`src/hdl/ubc_cfg.svh`:
```
`ifndef UBC_CFG_SVH
`define UBC_CFG_SVH

// ----------------------------------------------------------------
// Register map (word addresses on the byte address bus)
// ----------------------------------------------------------------
`define UBC_ADDR_CTRL       8'h00
`define UBC_ADDR_MODE       8'h04
`define UBC_ADDR_BAUD       8'h08
`define UBC_ADDR_ETU        8'h0c
`define UBC_ADDR_STAT       8'h10

// ----------------------------------------------------------------
// Control register command bits
// ----------------------------------------------------------------
`define UBC_CTRL_RXRST      2
`define UBC_CTRL_TXRST      3
`define UBC_CTRL_RECEIVER_ENABLE_CMD       4
`define UBC_CTRL_RECEIVER_DISABLE_CMD      5
`define UBC_CTRL_TRANSMITTER_ENABLE_CMD       6
`define UBC_CTRL_TRANSMITTER_DISABLE_CMD      7

// ----------------------------------------------------------------
// Mode register fields
// ----------------------------------------------------------------
`define UBC_MODE_SYNC       0
`define UBC_MODE_ISO        1
`define UBC_MODE_CLKS_LO    4
`define UBC_MODE_CLKS_HI    5
`define UBC_MODE_HALF       6
`define UBC_MODE_CKO        7

// ----------------------------------------------------------------
// Baud generator and bit-time ratio fields
// ----------------------------------------------------------------
`define UBC_BAUD_CD_HI      15
`define UBC_BAUD_FP_LO      16
`define UBC_BAUD_FP_HI      18
`define UBC_ETU_HI          10

// ----------------------------------------------------------------
// Source selects, constants and reset values
// ----------------------------------------------------------------
`define UBC_CLKS_MCK        2'h0
`define UBC_CLKS_DIV        2'h1
`define UBC_CLKS_EXT        2'h3
`define UBC_MCK_DIV_LAST    3'h7
`define UBC_OVS16_LAST      4'hf
`define UBC_OVS8_LAST       4'h7
`define UBC_ETU_RESET       11'h174
`define UBC_CD_OFF          16'h0000
`define UBC_CD_BYPASS       16'h0001
`define UBC_FP_NONE         3'h0

`endif

```
`src/hdl/ubc_pkg.sv`:
```
`include "ubc_cfg.svh"

package ubc_pkg;

	typedef enum logic [2:0] {
		UBC_DIR_OFF   = 3'b001,
		UBC_DIR_ON    = 3'b010,
		UBC_DIR_DRAIN = 3'b100
	} ubc_dir_state_t;

	typedef struct packed {
		ubc_dir_state_t st;
		logic           rst_p;
	} ubc_dir_t;

	typedef struct packed {
		logic [15:0] cnt;
		logic [2:0]  acc;
		logic        stretch;
		logic        tick;
		logic        lvl;
	} ubc_div_t;

	typedef struct packed {
		logic        sync_mode;
		logic        iso_mode;
		logic [1:0]  clock_source_select;
		logic        half_sampling_select;
		logic        card_clock_output;
		logic [15:0] clock_divisor;
		logic [2:0]  fractional_part;
		logic [10:0] etu_divider_ratio;
		logic [31:0] rdata;
		logic [2:0]  mck_div;
		logic        mck_div_tick;
		logic        sck_prev;
		logic [3:0]  ovs_cnt;
		logic [10:0] etu_cnt;
		logic        sample_tick;
		logic        bit_tick;
	} ubc_top_t;

endpackage

```
`src/hdl/ubc_dir_ctl.sv`:
```
`include "ubc_cfg.svh"

module ubc_dir_ctl
	import ubc_pkg::*;
(
	input  wire logic clk,
	input  wire logic nrst,
	input  wire logic en_cmd,
	input  wire logic dis_cmd,
	input  wire logic rst_cmd,
	input  wire logic work_busy,
	output logic      enabled,
	output logic      draining,
	output logic      soft_rst
);

	ubc_dir_t s_q;
	ubc_dir_t s_d;

	// ----------------------------------------------------------------
	// Enable, disable and soft reset of one direction
	// ----------------------------------------------------------------
	always_comb begin
		s_d       = s_q;
		s_d.rst_p = 1'b0;
		if (rst_cmd) begin
			// Stops at once, whatever is in flight
			s_d.st    = UBC_DIR_OFF; // RQ19
			s_d.rst_p = 1'b1; // RQ19
		end else begin
			unique case (s_q.st)
				UBC_DIR_OFF: begin
					if (en_cmd && !dis_cmd) begin
						s_d.st = UBC_DIR_ON; // RQ16 RQ17 RQ26
					end
				end
				UBC_DIR_ON: begin
					if (dis_cmd) begin
						s_d.st = work_busy ? UBC_DIR_DRAIN : UBC_DIR_OFF; // RQ20 RQ21 RQ26
					end
				end
				UBC_DIR_DRAIN: begin
					if (en_cmd && !dis_cmd) begin
						s_d.st = UBC_DIR_ON;
					end else if (!work_busy) begin
						s_d.st = UBC_DIR_OFF; // RQ20 RQ21
					end
				end
			endcase
		end
	end

	always_ff @(posedge clk or negedge nrst) begin
		if (!nrst) begin
			s_q <= '{st: UBC_DIR_OFF, rst_p: 1'b0}; // RQ16 RQ17
		end else begin
			s_q <= s_d;
		end
	end

	assign enabled  = (s_q.st != UBC_DIR_OFF);
	assign draining = (s_q.st == UBC_DIR_DRAIN);
	assign soft_rst = s_q.rst_p;

endmodule

```
`src/hdl/ubc_frac_div.sv`:
```
`include "ubc_cfg.svh"

module ubc_frac_div
	import ubc_pkg::*;
(
	input  wire logic        clk,
	input  wire logic        nrst,
	input  wire logic        src_en,
	input  wire logic [15:0] clock_divisor,
	input  wire logic [2:0]  fractional_part,
	input  wire logic        frac_on,
	output logic             tick,
	output logic             lvl
);

	ubc_div_t s_q;
	ubc_div_t s_d;

	logic [15:0] last;
	logic [15:0] half;
	logic [3:0]  acc_sum;

	// ----------------------------------------------------------------
	// Divide the source by divisor plus fraction over eight
	// ----------------------------------------------------------------
	always_comb begin
		s_d      = s_q;
		s_d.tick = 1'b0;
		last     = clock_divisor - 16'h0001 + {15'h0000, s_q.stretch};
		half     = clock_divisor >> 1;
		acc_sum  = {1'b0, s_q.acc} + {1'b0, fractional_part};
		if (clock_divisor == `UBC_CD_OFF) begin
			s_d.cnt     = '0; // RQ22
			s_d.acc     = '0;
			s_d.stretch = 1'b0;
			s_d.lvl     = 1'b0;
		end else if (clock_divisor == `UBC_CD_BYPASS) begin
			// Bypass: every source pulse is an output pulse
			s_d.tick = src_en; // RQ22
			if (src_en) begin
				s_d.lvl = !s_q.lvl;
			end
		end else if (src_en) begin
			if (s_q.cnt >= last) begin
				s_d.cnt  = '0;
				s_d.tick = 1'b1;
				s_d.lvl  = 1'b1;
				// Carry out of the eighths adds one source period
				if (frac_on && fractional_part != `UBC_FP_NONE) begin
					s_d.acc     = acc_sum[2:0]; // RQ1 RQ2
					s_d.stretch = acc_sum[3]; // RQ2
				end else begin
					s_d.acc     = '0; // RQ1 RQ3
					s_d.stretch = 1'b0;
				end
			end else begin
				s_d.cnt = s_q.cnt + 16'h0001;
				if (s_q.cnt + 16'h0001 == half) begin
					s_d.lvl = 1'b0; // RQ8
				end
			end
		end
	end

	always_ff @(posedge clk or negedge nrst) begin
		if (!nrst) begin
			s_q <= '0;
		end else begin
			s_q <= s_d;
		end
	end

	assign tick = s_q.tick;
	assign lvl  = s_q.lvl;

endmodule

```
`src/hdl/ubc_top.sv`:
```
// Decided for this implementation: the address-and-strobe port and the placing of the registers.
`include "ubc_cfg.svh"

// Notes on behaviour
// RQ1 - Nonzero fractional part turns on fractional division; zero means plain integer divide.
// RQ2 - Fraction step is one eighth; divisor is clock_divisor plus fractional_part/8.
// RQ3 - Fractional division only in normal serial mode, never in smart card mode.
// RQ4 - Asynchronous bit rate is source over 8*(2-half)*(divisor+fraction/8).
// RQ5 - Synchronous bit clock is source divided by clock_divisor only.
// RQ6 - Synchronous with external source: serial clock pin is the bit clock, undivided.
// RQ7 - External serial clock must be at least 4.5 times slower than master clock.
// RQ8 - With master clock source, serial clock output aims at even duty.
// RQ9 - Software picks even divisor for even duty with divided or external source.
// RQ10 - Rate adjust code table is software's concern for the ratio.
// RQ11 - Clock division code table is software's concern for the ratio.
// RQ12 - Smart card mode divides source by divisor, optionally drives it on pin.
// RQ13 - Bit-time divider divides card clock by etu ratio, up to 2047.
// RQ14 - Software programs the nearest integer etu ratio.
// RQ15 - Etu ratio resets to 0x174, which is 372.
// RQ16 - Receiver starts disabled; enabled only by command; config writable meanwhile.
// RQ17 - Transmitter starts disabled; enabled only by command; config writable meanwhile.
// RQ18 - Receiver and transmitter enable together or apart, independently.
// RQ19 - Direction reset command acts as hardware reset and stops at once.
// RQ20 - Receiver disable waits for the character in progress.
// RQ21 - Transmitter disable waits for shifted and held characters and timeguard.
// RQ22 - Divisor zero gives no clock; divisor one bypasses the divider.
// RQ23 - Half sampling selects 8 times oversampling, else 16 times.
// RQ24 - Source select picks master clock, master clock over 8, or serial pin.
// RQ25 - Command bits act only when written one and are never stored.
// RQ26 - Enable and disable written together: disable wins.
module ubc_top
	import ubc_pkg::*;
(
	input  wire logic        clk,
	input  wire logic        nrst,
	input  wire logic [7:0]  reg_addr,
	input  wire logic [31:0] reg_wdata,
	input  wire logic        reg_wr,
	input  wire logic        reg_rd,
	output logic      [31:0] reg_rdata,
	input  wire logic        sck_i,
	output logic             sck_o,
	output logic             sck_oe,
	input  wire logic        rx_busy,
	input  wire logic        tx_busy,
	input  wire logic        tx_holding_full,
	input  wire logic        tx_guard_busy,
	output logic             sample_tick,
	output logic             bit_tick,
	output logic             rx_enabled,
	output logic             tx_enabled,
	output logic             rx_soft_rst,
	output logic             tx_soft_rst
);

	// ----------------------------------------------------------------
	// Helpers
	// ----------------------------------------------------------------
	function automatic logic hit(input logic [7:0] a, input logic [7:0] off);
		hit = (a == off);
	endfunction

	function automatic logic cmd(input logic wr, input logic [31:0] d, input int bitpos);
		cmd = wr && d[bitpos];
	endfunction

	ubc_top_t s_q;
	ubc_top_t s_d;

	logic        ctrl_wr;
	logic        rx_en_cmd;
	logic        rx_dis_cmd;
	logic        rx_rst_cmd;
	logic        tx_en_cmd;
	logic        tx_dis_cmd;
	logic        tx_rst_cmd;
	logic        rx_draining;
	logic        tx_draining;
	logic        tx_work;
	logic        src_en;
	logic        sck_rise;
	logic        frac_on;
	logic        div_tick;
	logic        div_lvl;
	logic        ext_sync;
	logic [3:0]  ovs_last;
	logic [31:0] rd_word;

	// ----------------------------------------------------------------
	// Command decode
	// ----------------------------------------------------------------
	// Commands are pulses straight from the write; nothing is kept
	assign ctrl_wr    = reg_wr && hit(reg_addr, `UBC_ADDR_CTRL);
	assign rx_en_cmd  = cmd(ctrl_wr, reg_wdata, `UBC_CTRL_RECEIVER_ENABLE_CMD); // RQ25
	assign rx_dis_cmd = cmd(ctrl_wr, reg_wdata, `UBC_CTRL_RECEIVER_DISABLE_CMD); // RQ25
	assign rx_rst_cmd = cmd(ctrl_wr, reg_wdata, `UBC_CTRL_RXRST); // RQ25
	assign tx_en_cmd  = cmd(ctrl_wr, reg_wdata, `UBC_CTRL_TRANSMITTER_ENABLE_CMD); // RQ25
	assign tx_dis_cmd = cmd(ctrl_wr, reg_wdata, `UBC_CTRL_TRANSMITTER_DISABLE_CMD); // RQ25
	assign tx_rst_cmd = cmd(ctrl_wr, reg_wdata, `UBC_CTRL_TXRST); // RQ25

	// Transmitter drains shifter, holding register and guard time
	assign tx_work = tx_busy || tx_holding_full || tx_guard_busy; // RQ21

	// ----------------------------------------------------------------
	// Direction control, one instance each so they never interact
	// ----------------------------------------------------------------
	ubc_dir_ctl u_rx_ctl ( // RQ18
		.clk       (clk),
		.nrst      (nrst),
		.en_cmd    (rx_en_cmd),
		.dis_cmd   (rx_dis_cmd),
		.rst_cmd   (rx_rst_cmd),
		.work_busy (rx_busy),
		.enabled   (rx_enabled),
		.draining  (rx_draining),
		.soft_rst  (rx_soft_rst)
	);

	ubc_dir_ctl u_tx_ctl ( // RQ18
		.clk       (clk),
		.nrst      (nrst),
		.en_cmd    (tx_en_cmd),
		.dis_cmd   (tx_dis_cmd),
		.rst_cmd   (tx_rst_cmd),
		.work_busy (tx_work),
		.enabled   (tx_enabled),
		.draining  (tx_draining),
		.soft_rst  (tx_soft_rst)
	);

	// ----------------------------------------------------------------
	// Source selection
	// ----------------------------------------------------------------
	// Pin is synchronous to clk, so one stage of history finds the edge
	assign sck_rise = sck_i && !s_q.sck_prev;

	always_comb begin
		unique case (s_q.clock_source_select)
			`UBC_CLKS_MCK: src_en = 1'b1; // RQ24
			`UBC_CLKS_EXT: src_en = sck_rise; // RQ24
			default:       src_en = s_q.mck_div_tick; // RQ24
		endcase
	end

	// Fraction only in plain asynchronous serial mode
	assign frac_on  = !s_q.sync_mode && !s_q.iso_mode; // RQ3
	assign ext_sync = s_q.sync_mode && !s_q.iso_mode
		&& (s_q.clock_source_select == `UBC_CLKS_EXT); // RQ6
	assign ovs_last = s_q.half_sampling_select ? `UBC_OVS8_LAST : `UBC_OVS16_LAST; // RQ23

	ubc_frac_div u_div (
		.clk             (clk),
		.nrst            (nrst),
		.src_en          (src_en),
		.clock_divisor   (s_q.clock_divisor),
		.fractional_part (s_q.fractional_part),
		.frac_on         (frac_on),
		.tick            (div_tick),
		.lvl             (div_lvl)
	);

	// ----------------------------------------------------------------
	// Read mux
	// ----------------------------------------------------------------
	always_comb begin
		rd_word = '0;
		if (hit(reg_addr, `UBC_ADDR_MODE)) begin
			rd_word[`UBC_MODE_SYNC]                     = s_q.sync_mode;
			rd_word[`UBC_MODE_ISO]                      = s_q.iso_mode;
			rd_word[`UBC_MODE_CLKS_HI:`UBC_MODE_CLKS_LO] = s_q.clock_source_select;
			rd_word[`UBC_MODE_HALF]                     = s_q.half_sampling_select;
			rd_word[`UBC_MODE_CKO]                      = s_q.card_clock_output;
		end else if (hit(reg_addr, `UBC_ADDR_BAUD)) begin
			rd_word[`UBC_BAUD_CD_HI:0]                  = s_q.clock_divisor;
			rd_word[`UBC_BAUD_FP_HI:`UBC_BAUD_FP_LO]    = s_q.fractional_part;
		end else if (hit(reg_addr, `UBC_ADDR_ETU)) begin
			rd_word[`UBC_ETU_HI:0]                      = s_q.etu_divider_ratio;
		end else if (hit(reg_addr, `UBC_ADDR_STAT)) begin
			rd_word[0] = rx_enabled;
			rd_word[1] = tx_enabled;
			rd_word[2] = rx_draining;
			rd_word[3] = tx_draining;
		end
	end

	// ----------------------------------------------------------------
	// Registers and rate chain
	// ----------------------------------------------------------------
	always_comb begin
		s_d              = s_q;
		s_d.sample_tick  = 1'b0;
		s_d.bit_tick     = 1'b0;
		s_d.mck_div_tick = 1'b0;
		s_d.sck_prev     = sck_i;

		// Configuration stays writable whether or not a direction runs
		if (reg_wr && hit(reg_addr, `UBC_ADDR_MODE)) begin
			s_d.sync_mode            = reg_wdata[`UBC_MODE_SYNC];
			s_d.iso_mode             = reg_wdata[`UBC_MODE_ISO];
			s_d.clock_source_select  = reg_wdata[`UBC_MODE_CLKS_HI:`UBC_MODE_CLKS_LO];
			s_d.half_sampling_select = reg_wdata[`UBC_MODE_HALF];
			s_d.card_clock_output    = reg_wdata[`UBC_MODE_CKO];
		end
		if (reg_wr && hit(reg_addr, `UBC_ADDR_BAUD)) begin
			s_d.clock_divisor   = reg_wdata[`UBC_BAUD_CD_HI:0]; // RQ16 RQ17
			s_d.fractional_part = reg_wdata[`UBC_BAUD_FP_HI:`UBC_BAUD_FP_LO];
		end
		if (reg_wr && hit(reg_addr, `UBC_ADDR_ETU)) begin
			s_d.etu_divider_ratio = reg_wdata[`UBC_ETU_HI:0];
		end
		if (reg_rd) begin
			s_d.rdata = rd_word;
		end

		// Fixed master clock prescaler
		s_d.mck_div = s_q.mck_div + 3'h1;
		if (s_q.mck_div == `UBC_MCK_DIV_LAST) begin
			s_d.mck_div_tick = 1'b1; // RQ24
		end

		if (s_q.iso_mode) begin
			// Card clock pulses count out one elementary time unit
			s_d.sample_tick = div_tick; // RQ12
			if (div_tick) begin
				if (s_q.etu_divider_ratio != '0
					&& s_q.etu_cnt + 11'h001 >= s_q.etu_divider_ratio) begin
					s_d.etu_cnt  = '0;
					s_d.bit_tick = 1'b1; // RQ13
				end else begin
					s_d.etu_cnt = s_q.etu_cnt + 11'h001; // RQ13
				end
			end
		end else if (s_q.sync_mode) begin
			// Divider value is irrelevant with an external bit clock
			s_d.bit_tick    = ext_sync ? sck_rise : div_tick; // RQ5 RQ6
			s_d.sample_tick = s_d.bit_tick;
		end else begin
			s_d.sample_tick = div_tick; // RQ4
			if (div_tick) begin
				if (s_q.ovs_cnt >= ovs_last) begin
					s_d.ovs_cnt  = '0;
					s_d.bit_tick = 1'b1; // RQ4 RQ23
				end else begin
					s_d.ovs_cnt = s_q.ovs_cnt + 4'h1;
				end
			end
		end
		if (!s_q.iso_mode) begin
			s_d.etu_cnt = '0;
		end
		if (s_q.iso_mode || s_q.sync_mode) begin
			s_d.ovs_cnt = '0;
		end
	end

	always_ff @(posedge clk or negedge nrst) begin
		if (!nrst) begin
			s_q                   <= '0;
			s_q.etu_divider_ratio <= `UBC_ETU_RESET; // RQ15
		end else begin
			s_q <= s_d;
		end
	end

	// ----------------------------------------------------------------
	// Outputs
	// ----------------------------------------------------------------
	// Card clock on the pin only when asked; sync master drives its own bit clock
	assign sck_oe      = s_q.iso_mode ? s_q.card_clock_output // RQ12
		: (s_q.sync_mode && !ext_sync);
	assign sck_o       = sck_oe && div_lvl; // RQ8 RQ12
	assign reg_rdata   = s_q.rdata;
	assign sample_tick = s_q.sample_tick;
	assign bit_tick    = s_q.bit_tick;

endmodule

```
`config.mk`:
```
export PLATFORM = sky130hd
export DESIGN_NAME = ubc_top
export DESIGN_NICKNAME = d
export VERILOG_FILES = /design/src/hdl/ubc_pkg.sv /design/src/hdl/ubc_dir_ctl.sv /design/src/hdl/ubc_frac_div.sv /design/src/hdl/ubc_top.sv
export VERILOG_INCLUDE_DIRS = /design/src /design/src/hdl
export SDC_FILE = /design/constraint.sdc
export NUM_CORES = 1
export LEC_CHECK = 0
export ABC_AREA = 1
export ABC_CLOCK_PERIOD_IN_PS = 3500
export BUFFER_PORTS_ARGS = -buffer_cell sky130_fd_sc_hd__buf_2
export CORE_ASPECT_RATIO = 2
export CORE_MARGIN = 4
export CORE_UTILIZATION = 35
export DETAILED_ROUTE_END_ITERATION = 6
export GPL_TIMING_DRIVEN = 0
export PLACE_DENSITY = 0.64
export SYNTH_ARGS = -nofsm -noshare
export SYNTH_HDL_FRONTEND = slang
export SYNTH_SLANG_ARGS = --single-unit
```
`constraint.sdc`:
```
create_clock -name clk -period 3.5 [get_ports clk]
set_clock_uncertainty 0.15 [all_clocks]
set_input_delay 0.7 -clock clk [delete_from_list [all_inputs] [get_ports clk]]
set_output_delay 0.7 -clock clk [all_outputs]
set_load 0.03 [all_outputs]
```
==> out/results.md, run 1 <==
- 925 — number of cells produced by synthesis
- 0 — count of final max-slew check failures
- 0 — Yosys warning count
- 0.08 ns — CTS clk-pin slew, worst paths
- 5 — maximum net fanout on the critical path
- 1,259 — Placed Cells incl. Taps
- 6470 µm — Routed met1 length
- 6,462 — via count of the first global-routing pass
- 0 — antenna cells
- 1,293 — final instance count without filler cells
- 20,800 µm — total detailed-routing wirelength
- sky130_fd_sc_hd__dfrtp_1 — top flip-flop cell by instance count after synthesis
- yes — unrepaired setup endpoints after global routing
- 239 x sky130_fd_sc_hd__nand2_1, 125 x sky130_fd_sc_hd__inv_1, 100 x sky130_fd_sc_hd__dfrtp_1 — most used cells in the layout excluding fill and tap cells
- 0 — hold-fix buffers at CTS
- register to register — type of the worst setup path
- 0.46 ns — longest individual stage delay on the worst path
- 7.51 µm² — average size of a mapped cell
- 8430 µm² — total non-filler cell area in the finished layout
- 527 nW/µm² — power density over the cells
- 3.62 ns — arrival time of data at the critical path endpoint
- 7660 µm² — DP Area
- 0.928 — routability congestion estimate
- 207 µm — die boundary height
- 6,447 — via count
- 3 — H-tree depth
- 3.48 ns — final critical delay including setup and external delays
- 50.4% — headroom to the max-slew limit
- 0 — setup-violating endpoint count in the final report
- 0 — grt total ovfl
- 11,800 µm — met2 wirelength from detailed routing
- 4 — number of search-and-repair iterations in the first detailed-routing pass
- 658 µm — met3 routed wirelength
- 6950 µm² — Post-Syn Area
- 99.4% — share of the clock period used by the worst path
- 21.2% — signed area change from the synthesized netlist to the final layout
- 32,100 µm — first-pass GRT wire length
- register — nature of the critical path endpoint
- register — kind of start point of the critical path
- input port to async pin — kind of path behind the tightest hold check
- 0.736 ns — actual transition at the worst max-transition pin
- sky130_fd_sc_hd__nand2_1 — most common cell after layout, fill and taps aside
- 22,300 µm² — overall die area
- -0.591 ns — dpl ws
- 100% — FFs w/ async S/R, synth
- 0 — max-cap violation count
- finished, final reports clean — outcome
- inv_2 -> ha_4 -> nand2_4 -> nor3_4 -> buf_4 -> buf_4 -> buf_4 -> buf_4 -> buf_4 -> buf_4 -> xor2_1 -> inv_1 -> ha_4 -> nand2_2 -> nor2_1 -> nor3_1 -> nand2_1 -> nand2_2 -> nand3_4 -> nor2_4 -> nand3_4 -> o21ai_2 — sequence of cells on the critical path
- 72 — number of placement rows
- 107 — Clock Sink Count
- 3.64 ns — WP data required
- 0 — Final ANT Viol Nets
- 19,500 µm² — placeable core region
- sky130_fd_sc_hd__clkbuf_16 — Clk Tree Root Cell
- 2,024 — fillers
- 320 — starting DRC count in detailed routing
- 0.0213 ns — post-route setup slack
- 0 — antenna violations before repair
- 35.7% — Initial Util
- 22.2% — fraction of layout cells with a size suffix above 1
- 89 — number of top-level design ports
- 50 — post-synthesis cell type count
- 62 — count of buffers inserted at the top-level ports
- 1,119 — post-layout net count
- 0.36 ns — Clock Latency Late Sink
- 4.99 — via count normalized by instance count
- 16,300 µm — dpl hpwl
- 4.30 nW — leakage
- sky130_fd_sc_hd__buf_4 — crit-path most repeated cell
- 9 — total CTS buffers
- 16.1 µm — average detailed-routed wire length per instance
- sky130_fd_sc_hd__dfrtp_1 36%, sky130_fd_sc_hd__nand2_1 13%, sky130_fd_sc_hd__ha_1 7.2% — top cells by area, synth
- 0 — number of enable-type register cells in the synthesized netlist
- sky130_fd_sc_hd__dfrtp_1 — top cell type by total area after synthesis
- 18.7% — total track usage
- sky130_fd_sc_hd__dfrtp_1 — cell at the slowest stage of the critical path
- 287 MHz — highest clock rate
- 2 — maximum clock path buffer count
- 61 — largest net degree at the start of global routing
- built — TritonCTS clock tree
- 38.6% — sequential area share after synthesis
- met4 — uppermost signal routing layer after detailed routing
- 36.0% — area share of the largest cell type after synthesis
- 107 — flip-flop and latch count after synthesis
- 0.222 mV — peak ir drop on the vdd network
- 0 — Final Hold Violating Endpoints
- 0 — remaining routing DRC violations
- 108 µm — Die Wd
-- per-layer routing --
layer	vias to the layer above	GRT usage [%]
met5	-	0
met4	0	15.8
met3	87	2.46
met2	183	36.0
met1	3024	15.9
li1	3153	-
-- where the power goes --
| part | leakage [nW] | total (W) | internal (W) | switching (W) |
|---|---|---|---|---|
| combinational | 2.77 | 0.00178 | 0.000705 | 0.00108 |
| sequential | 1.39 | 0.00161 | 0.00141 | 0.000200 |
| clock | 0.142 | 0.00105 | 0.000561 | 0.000493 |
-- state kept, by name, summed over array words and instances, names as in the netlist --
signal / count
u_div.s_q: 20
u_rx_ctl.s_q: 3
u_tx_ctl.s_q: 3
u_div.lvl: 1
u_div.tick: 1
u_tx_ctl.soft_rst: 1
s_q: 56
reg_rdata: 19
sample_tick: 1
u_rx_ctl.soft_rst: 1
bit_tick: 1
-- cells by family (layout without fill, tap and decap cells) --
group / after synthesis / in the layout / synth area share (%)
other: 1 / 13 / 0.0540
DFF: 107 / 107 / 38.6
AOI/OAI and AO/OA: 130 / 130 / 10.6
adders and majority gates: 41 / 41 / 7.49
buffers and inverters: 189 / 285 / 12.4
and+or+nand+nor: 433 / 434 / 27.7
xor gates and xnor gates: 24 / 24 / 3.22
-- cells in the mapped netlist (all sizes together) (3+ instances only) --
library cell,instances
nor4,6
a21oi,30
dfstp,7
o22ai,13
nand4,16
nand3,58
o21ai,69
dfrtp,100
clkbuf,9
nor2,80
a21o,3
xor2,20
nand2,254
buf,40
o221ai,4
xnor2,3
nor3,15
ha,40
inv,138
-- worst max-delay path, delay by kind of cell, from the launching register on --
family          cells  cell delay (ns)
simple gates       10             1.13
buf+inv             8             0.98
compound gates      1             0.17
xor+xnor            1             0.13
flops               1             0.46
fa+ha+maj           2             0.40
-- stage by stage --
step	TNS [ns]	total power (W)	util (%)	hold WS, ns
5_1_grt	-1.05	0.00475	43.3	0.270
6_report	0	0.00444	43.3	0.230
3_3_place_gp	-10.22	0.00302	39.2	0.264
2_1_floorplan	0	0.00264	-	0.251
3_5_place_dp	-11.04	0.00306	39.4	0.271
4_1_cts	0	0.00428	42.2	0.247
-- layout make-up --
class                   instances  area [µm²]  area share [%]
multi-input cells             642        3760            44.6
clock buffers                   9         225            2.67
flip-flops and latches        107        2690            31.9
inverters                     140         546            6.47
plain buffers                  49         327            3.88
repair buffers                 80         480            5.70
clock inverters                 7        76.3           0.906
well taps                     259         324            3.85
-- path summary, 6_finish.rpt --
path / from / to / slack, ns / cells past startpoint
worst max-delay path: s_q[69] / u_div.s_q[7] / 0.02 / 22
worst min-delay path: nrst / u_rx_ctl.soft_rst / 0.23 / 1
worst max register to register: s_q[69] / u_div.s_q[7] / 0.02 / 22
worst min register to register: s_q[19] / s_q[19] / 0.28 / 1
max in group asynchronous: nrst / s_q[58] / 2.20 / 2
min in group clk: s_q[19] / s_q[19] / 0.28 / 1
-- repair_timing --
item,CTS,global route
cloned,0,1
pin swaps,13,15
endpoints found under the setup margin,22,22
gates resized for setup,28,40
buffers inserted,15,2
No activity file was read; power rests on OpenSTA's default activity.
==> run 2: changes to the inputs <==
CORE_UTILIZATION = 51   (was 35)
PLACE_DENSITY = 0.83   (was 0.64)
TNS_END_PERCENT = 50   (was not set)
==> run 2 against run 1 <==
- setup slack worse by 0.24 ns
- non-clock buffer count is 9 higher
- sequential power hardly changed
- sequential cell count stayed put
- highest routed layer unchanged
- cell count is 7.3% lower
- the flow now finishes with violations (setup timing)
- routed wire length is 3.7% higher
- cell area is 0.48% lower
- fmax is 6.5% lower
==> out/results.md, run 2 (synthesized netlist as in run 1, its figures left out) <==
- 603 — starting DRC count in detailed routing, +88%
- 0.36 ns — Clock Latency Late Sink, about the same
- sky130_fd_sc_hd__nand2_4 — crit-path most repeated cell
- 22.7% — fraction of layout cells with a size suffix above 1, +0.48 points
- register — kind of start point of the critical path
- 20.7% — signed area change from the synthesized netlist to the final layout
- finished, violations left — outcome
- 8390 µm² — total non-filler cell area in the finished layout, -0.48%
- 7 — number of search-and-repair iterations in the first detailed-routing pass, +3
- input port to async pin — kind of path behind the tightest hold check
- 32,000 µm — first-pass GRT wire length, -0.49%
- 269 MHz — highest clock rate, -6.5%
- 0 — grt total ovfl, unchanged
- 6,835 — via count, +6.0%
- sky130_fd_sc_hd__dfrtp_1 — cell at the slowest stage of the critical path
- s_q — most flop-heavy register
- 173 µm — die boundary height, -16%
- 106% — share of the clock period used by the worst path, +6.9 points
- 549 nW/µm² — power density over the cells, +4.2%
- 15,700 µm² — overall die area, -30%
- built — TritonCTS clock tree
- u_div.s_q[10] — destination of the worst register-to-register timing path
- register — nature of the critical path endpoint
- sky130_fd_sc_hd__clkbuf_16 — Clk Tree Root Cell
- inv_2 -> ha_4 -> ha_4 -> nand2_4 -> nor3_4 -> nand2_2 -> nor2_4 -> nand2_4 -> nor3_4 -> xor2_1 -> inv_1 -> ha_1 -> nand2_4 -> nor4_4 -> nand3_2 -> nand3_4 -> buf_12 -> nor2_4 -> nand3_4 -> o22ai_2 — sequence of cells on the critical path
- 0.08 ns — CTS clk-pin slew, worst paths, about the same
- simple AND/OR/NAND/NOR gates — gate family responsible for the most delay along the worst path
- 3.59 ns — WP data required, -0.05 ns
- 65 — largest net degree at the start of global routing, +6.6%
- 6,635 — via count of the first global-routing pass, +2.7%
- 9 — total CTS buffers, unchanged
- 1,128 — post-layout net count, +0.80%
- yes — unrepaired setup endpoints after global routing
- 3.72 ns — final critical delay including setup and external delays, +0.242 ns
- 2690 µm² — Storage cell area, about the same
- 0.737 ns — actual transition at the worst max-transition pin, +0.00153 ns
- 0 — Final ANT Viol Nets, unchanged
- setup timing — failing checks
- 3770 µm² — area occupied by multi-input gates, +0.23%
- 3.81 ns — arrival time of data at the critical path endpoint, +0.19 ns
- 5.71 — via count normalized by instance count, +14%
- register to register — type of the worst setup path
- 3 — crit path buf inv count, -5
- 20 — R2R cell count, -9.1%
- 15,000 µm — dpl hpwl, -8.3%
- -0.221 ns — post-route setup slack, -0.242 ns
- 0.958 — routability congestion estimate, +3.3%
- 89 — number of top-level design ports, unchanged
- 239 x sky130_fd_sc_hd__nand2_1, 124 x sky130_fd_sc_hd__inv_1, 99 x sky130_fd_sc_hd__dfrtp_1 — most used cells in the layout excluding fill and tap cells
- 13,400 µm² — placeable core region, -31%
- 1,108 — fillers, -45%
- 18.0 µm — average detailed-routed wire length per instance, +12%
- 0.276 mV — peak ir drop on the vdd network, +24%
- 90.5 µm — Die Wd, -16%
- sky130_fd_sc_hd__nand2_1 — most common cell after layout, fill and taps aside
- 51.7% — Initial Util, +16 points
- 7530 µm² — DP Area, -1.7%
- 107 — Clock Sink Count, unchanged
- -0.22 ns — setup slack of the worst register-to-register path, -0.24 ns
- 5 — maximum net fanout on the critical path, unchanged
- 0 — antenna cells, unchanged
- -0.503 ns — dpl ws, +0.0883 ns
- 0 — Final Hold Violating Endpoints, unchanged
- 56 — number of flip-flops in the largest register, unchanged
- 50.3% — headroom to the max-slew limit, -0.10 points
- 4.37 nW — leakage, +1.6%
- 25.9% — total track usage, +7.2 points
- s_q[68] — worst reg2reg startpoint
- 2 — maximum clock path buffer count, unchanged
- 60 — number of placement rows, -17%
- 21,600 µm — total detailed-routing wirelength, +3.7%
- 0 — remaining routing DRC violations, unchanged
- 22 — setup-violating endpoint count in the final report, +22
- 0 — antenna violations before repair, unchanged
- 0.40 ns — longest individual stage delay on the worst path, -0.06 ns
- 3 — H-tree depth, unchanged
- 0 — max-cap violation count, unchanged
- 62 — count of buffers inserted at the top-level ports, unchanged
- 0 — count of final max-slew check failures, unchanged
-- run 2: cell types whose count changed in the layout (fill, tap and decap cells not counted), moves of 3 or more --
cell,before,now
sky130_fd_sc_hd__buf_6,2,7
sky130_fd_sc_hd__o22ai_1,2,7
sky130_fd_sc_hd__o22ai_2,11,6
sky130_fd_sc_hd__buf_4,49,53
sky130_fd_sc_hd__xor2_1,20,17
-- run 2: repair_timing --
item,in CTS,in global routing
pin swaps,17,29
setup buffers,22,6
endpoints found under the setup margin,22,22
hold buffers,0,0
gates cloned,0,1
resized for setup,26,45
-- run 2: through the flow --
| stage | hold WS, ns | util (%) | cells | setup TNS (ns) | total power (W) |
|---|---|---|---|---|---|
| 5_1_grt | 0.236 | 62.4 | 1198 | -7.33 | 0.00488 |
| 2_1_floorplan | 0.251 | - | 937 | 0 | 0.00264 |
| 3_3_place_gp | 0.265 | 55.8 | 1154 | -6.36 | 0.00300 |
| 6_report | 0.187 | 62.4 | 1198 | -3.33 | 0.00461 |
| 3_5_place_dp | 0.280 | 56.0 | 1155 | -9.71 | 0.00304 |
| 4_1_cts | 0.204 | 60.4 | 1193 | 0 | 0.00428 |
-- run 2: worst max-delay path by stage --
stage                     startpoint       endpoint  slack, ns  depth (start not counted)
after floorplan              s_q[68]      u_div.lvl       0.25                         21
after global placement       s_q[68]   u_div.s_q[8]      -0.36                         19
after detailed placement     s_q[68]  u_div.s_q[13]      -0.50                         19
after CTS                    s_q[68]   u_div.s_q[2]      0.004                         20
after global routing         s_q[68]   u_div.s_q[5]      -0.41                         20
final                        s_q[68]  u_div.s_q[10]      -0.22                         20
-- run 2: power by group --
group / internal, W / switching, W / leakage, nW
combinational: 0.000770 / 0.00117 / 2.83
clock: 0.000510 / 0.000538 / 0.150
sequential: 0.00141 / 0.000215 / 1.38
total: 0.00269 / 0.00192 / 4.37
-- run 2: layout make-up --
class / instances / share of cell area (%)
plain buffers: 49 / 3.89
clock buffers: 9 / 2.69
clock inverters: 7 / 0.985
inverters: 140 / 6.36
multi-input cells: 642 / 45.0
flip-flops and latches: 107 / 32.0
well taps: 155 / 2.31
repair buffers: 89 / 6.76
-- run 2: worst reg2reg max path, cell delays in order (launching register included) --
cell and delay, ns:
sky130_fd_sc_hd__dfrtp_1 0.40, sky130_fd_sc_hd__inv_2 0.11, sky130_fd_sc_hd__ha_4 0.20, sky130_fd_sc_hd__ha_4 0.16, sky130_fd_sc_hd__nand2_4 0.06, sky130_fd_sc_hd__nor3_4 0.15
sky130_fd_sc_hd__nand2_2 0.09, sky130_fd_sc_hd__nor2_4 0.13, sky130_fd_sc_hd__nand2_4 0.09, sky130_fd_sc_hd__nor3_4 0.18, sky130_fd_sc_hd__xor2_1 0.21, sky130_fd_sc_hd__inv_1 0.07
sky130_fd_sc_hd__ha_1 0.33, sky130_fd_sc_hd__nand2_4 0.09, sky130_fd_sc_hd__nor4_4 0.37, sky130_fd_sc_hd__nand3_2 0.24, sky130_fd_sc_hd__nand3_4 0.17, sky130_fd_sc_hd__buf_12 0.11
sky130_fd_sc_hd__nor2_4 0.06, sky130_fd_sc_hd__nand3_4 0.13, sky130_fd_sc_hd__o22ai_2 0.10
-- run 2: metal layers --
layer | GRT usage (%) | vias to the layer above | wire length (µm)
met5 | 0 | - | 0
met4 | 21.2 | 0 | 2260
met3 | 3.53 | 146 | 1250
met2 | 48.3 | 333 | 11300
met1 | 24.3 | 3189 | 6770
li1 | - | 3167 | -
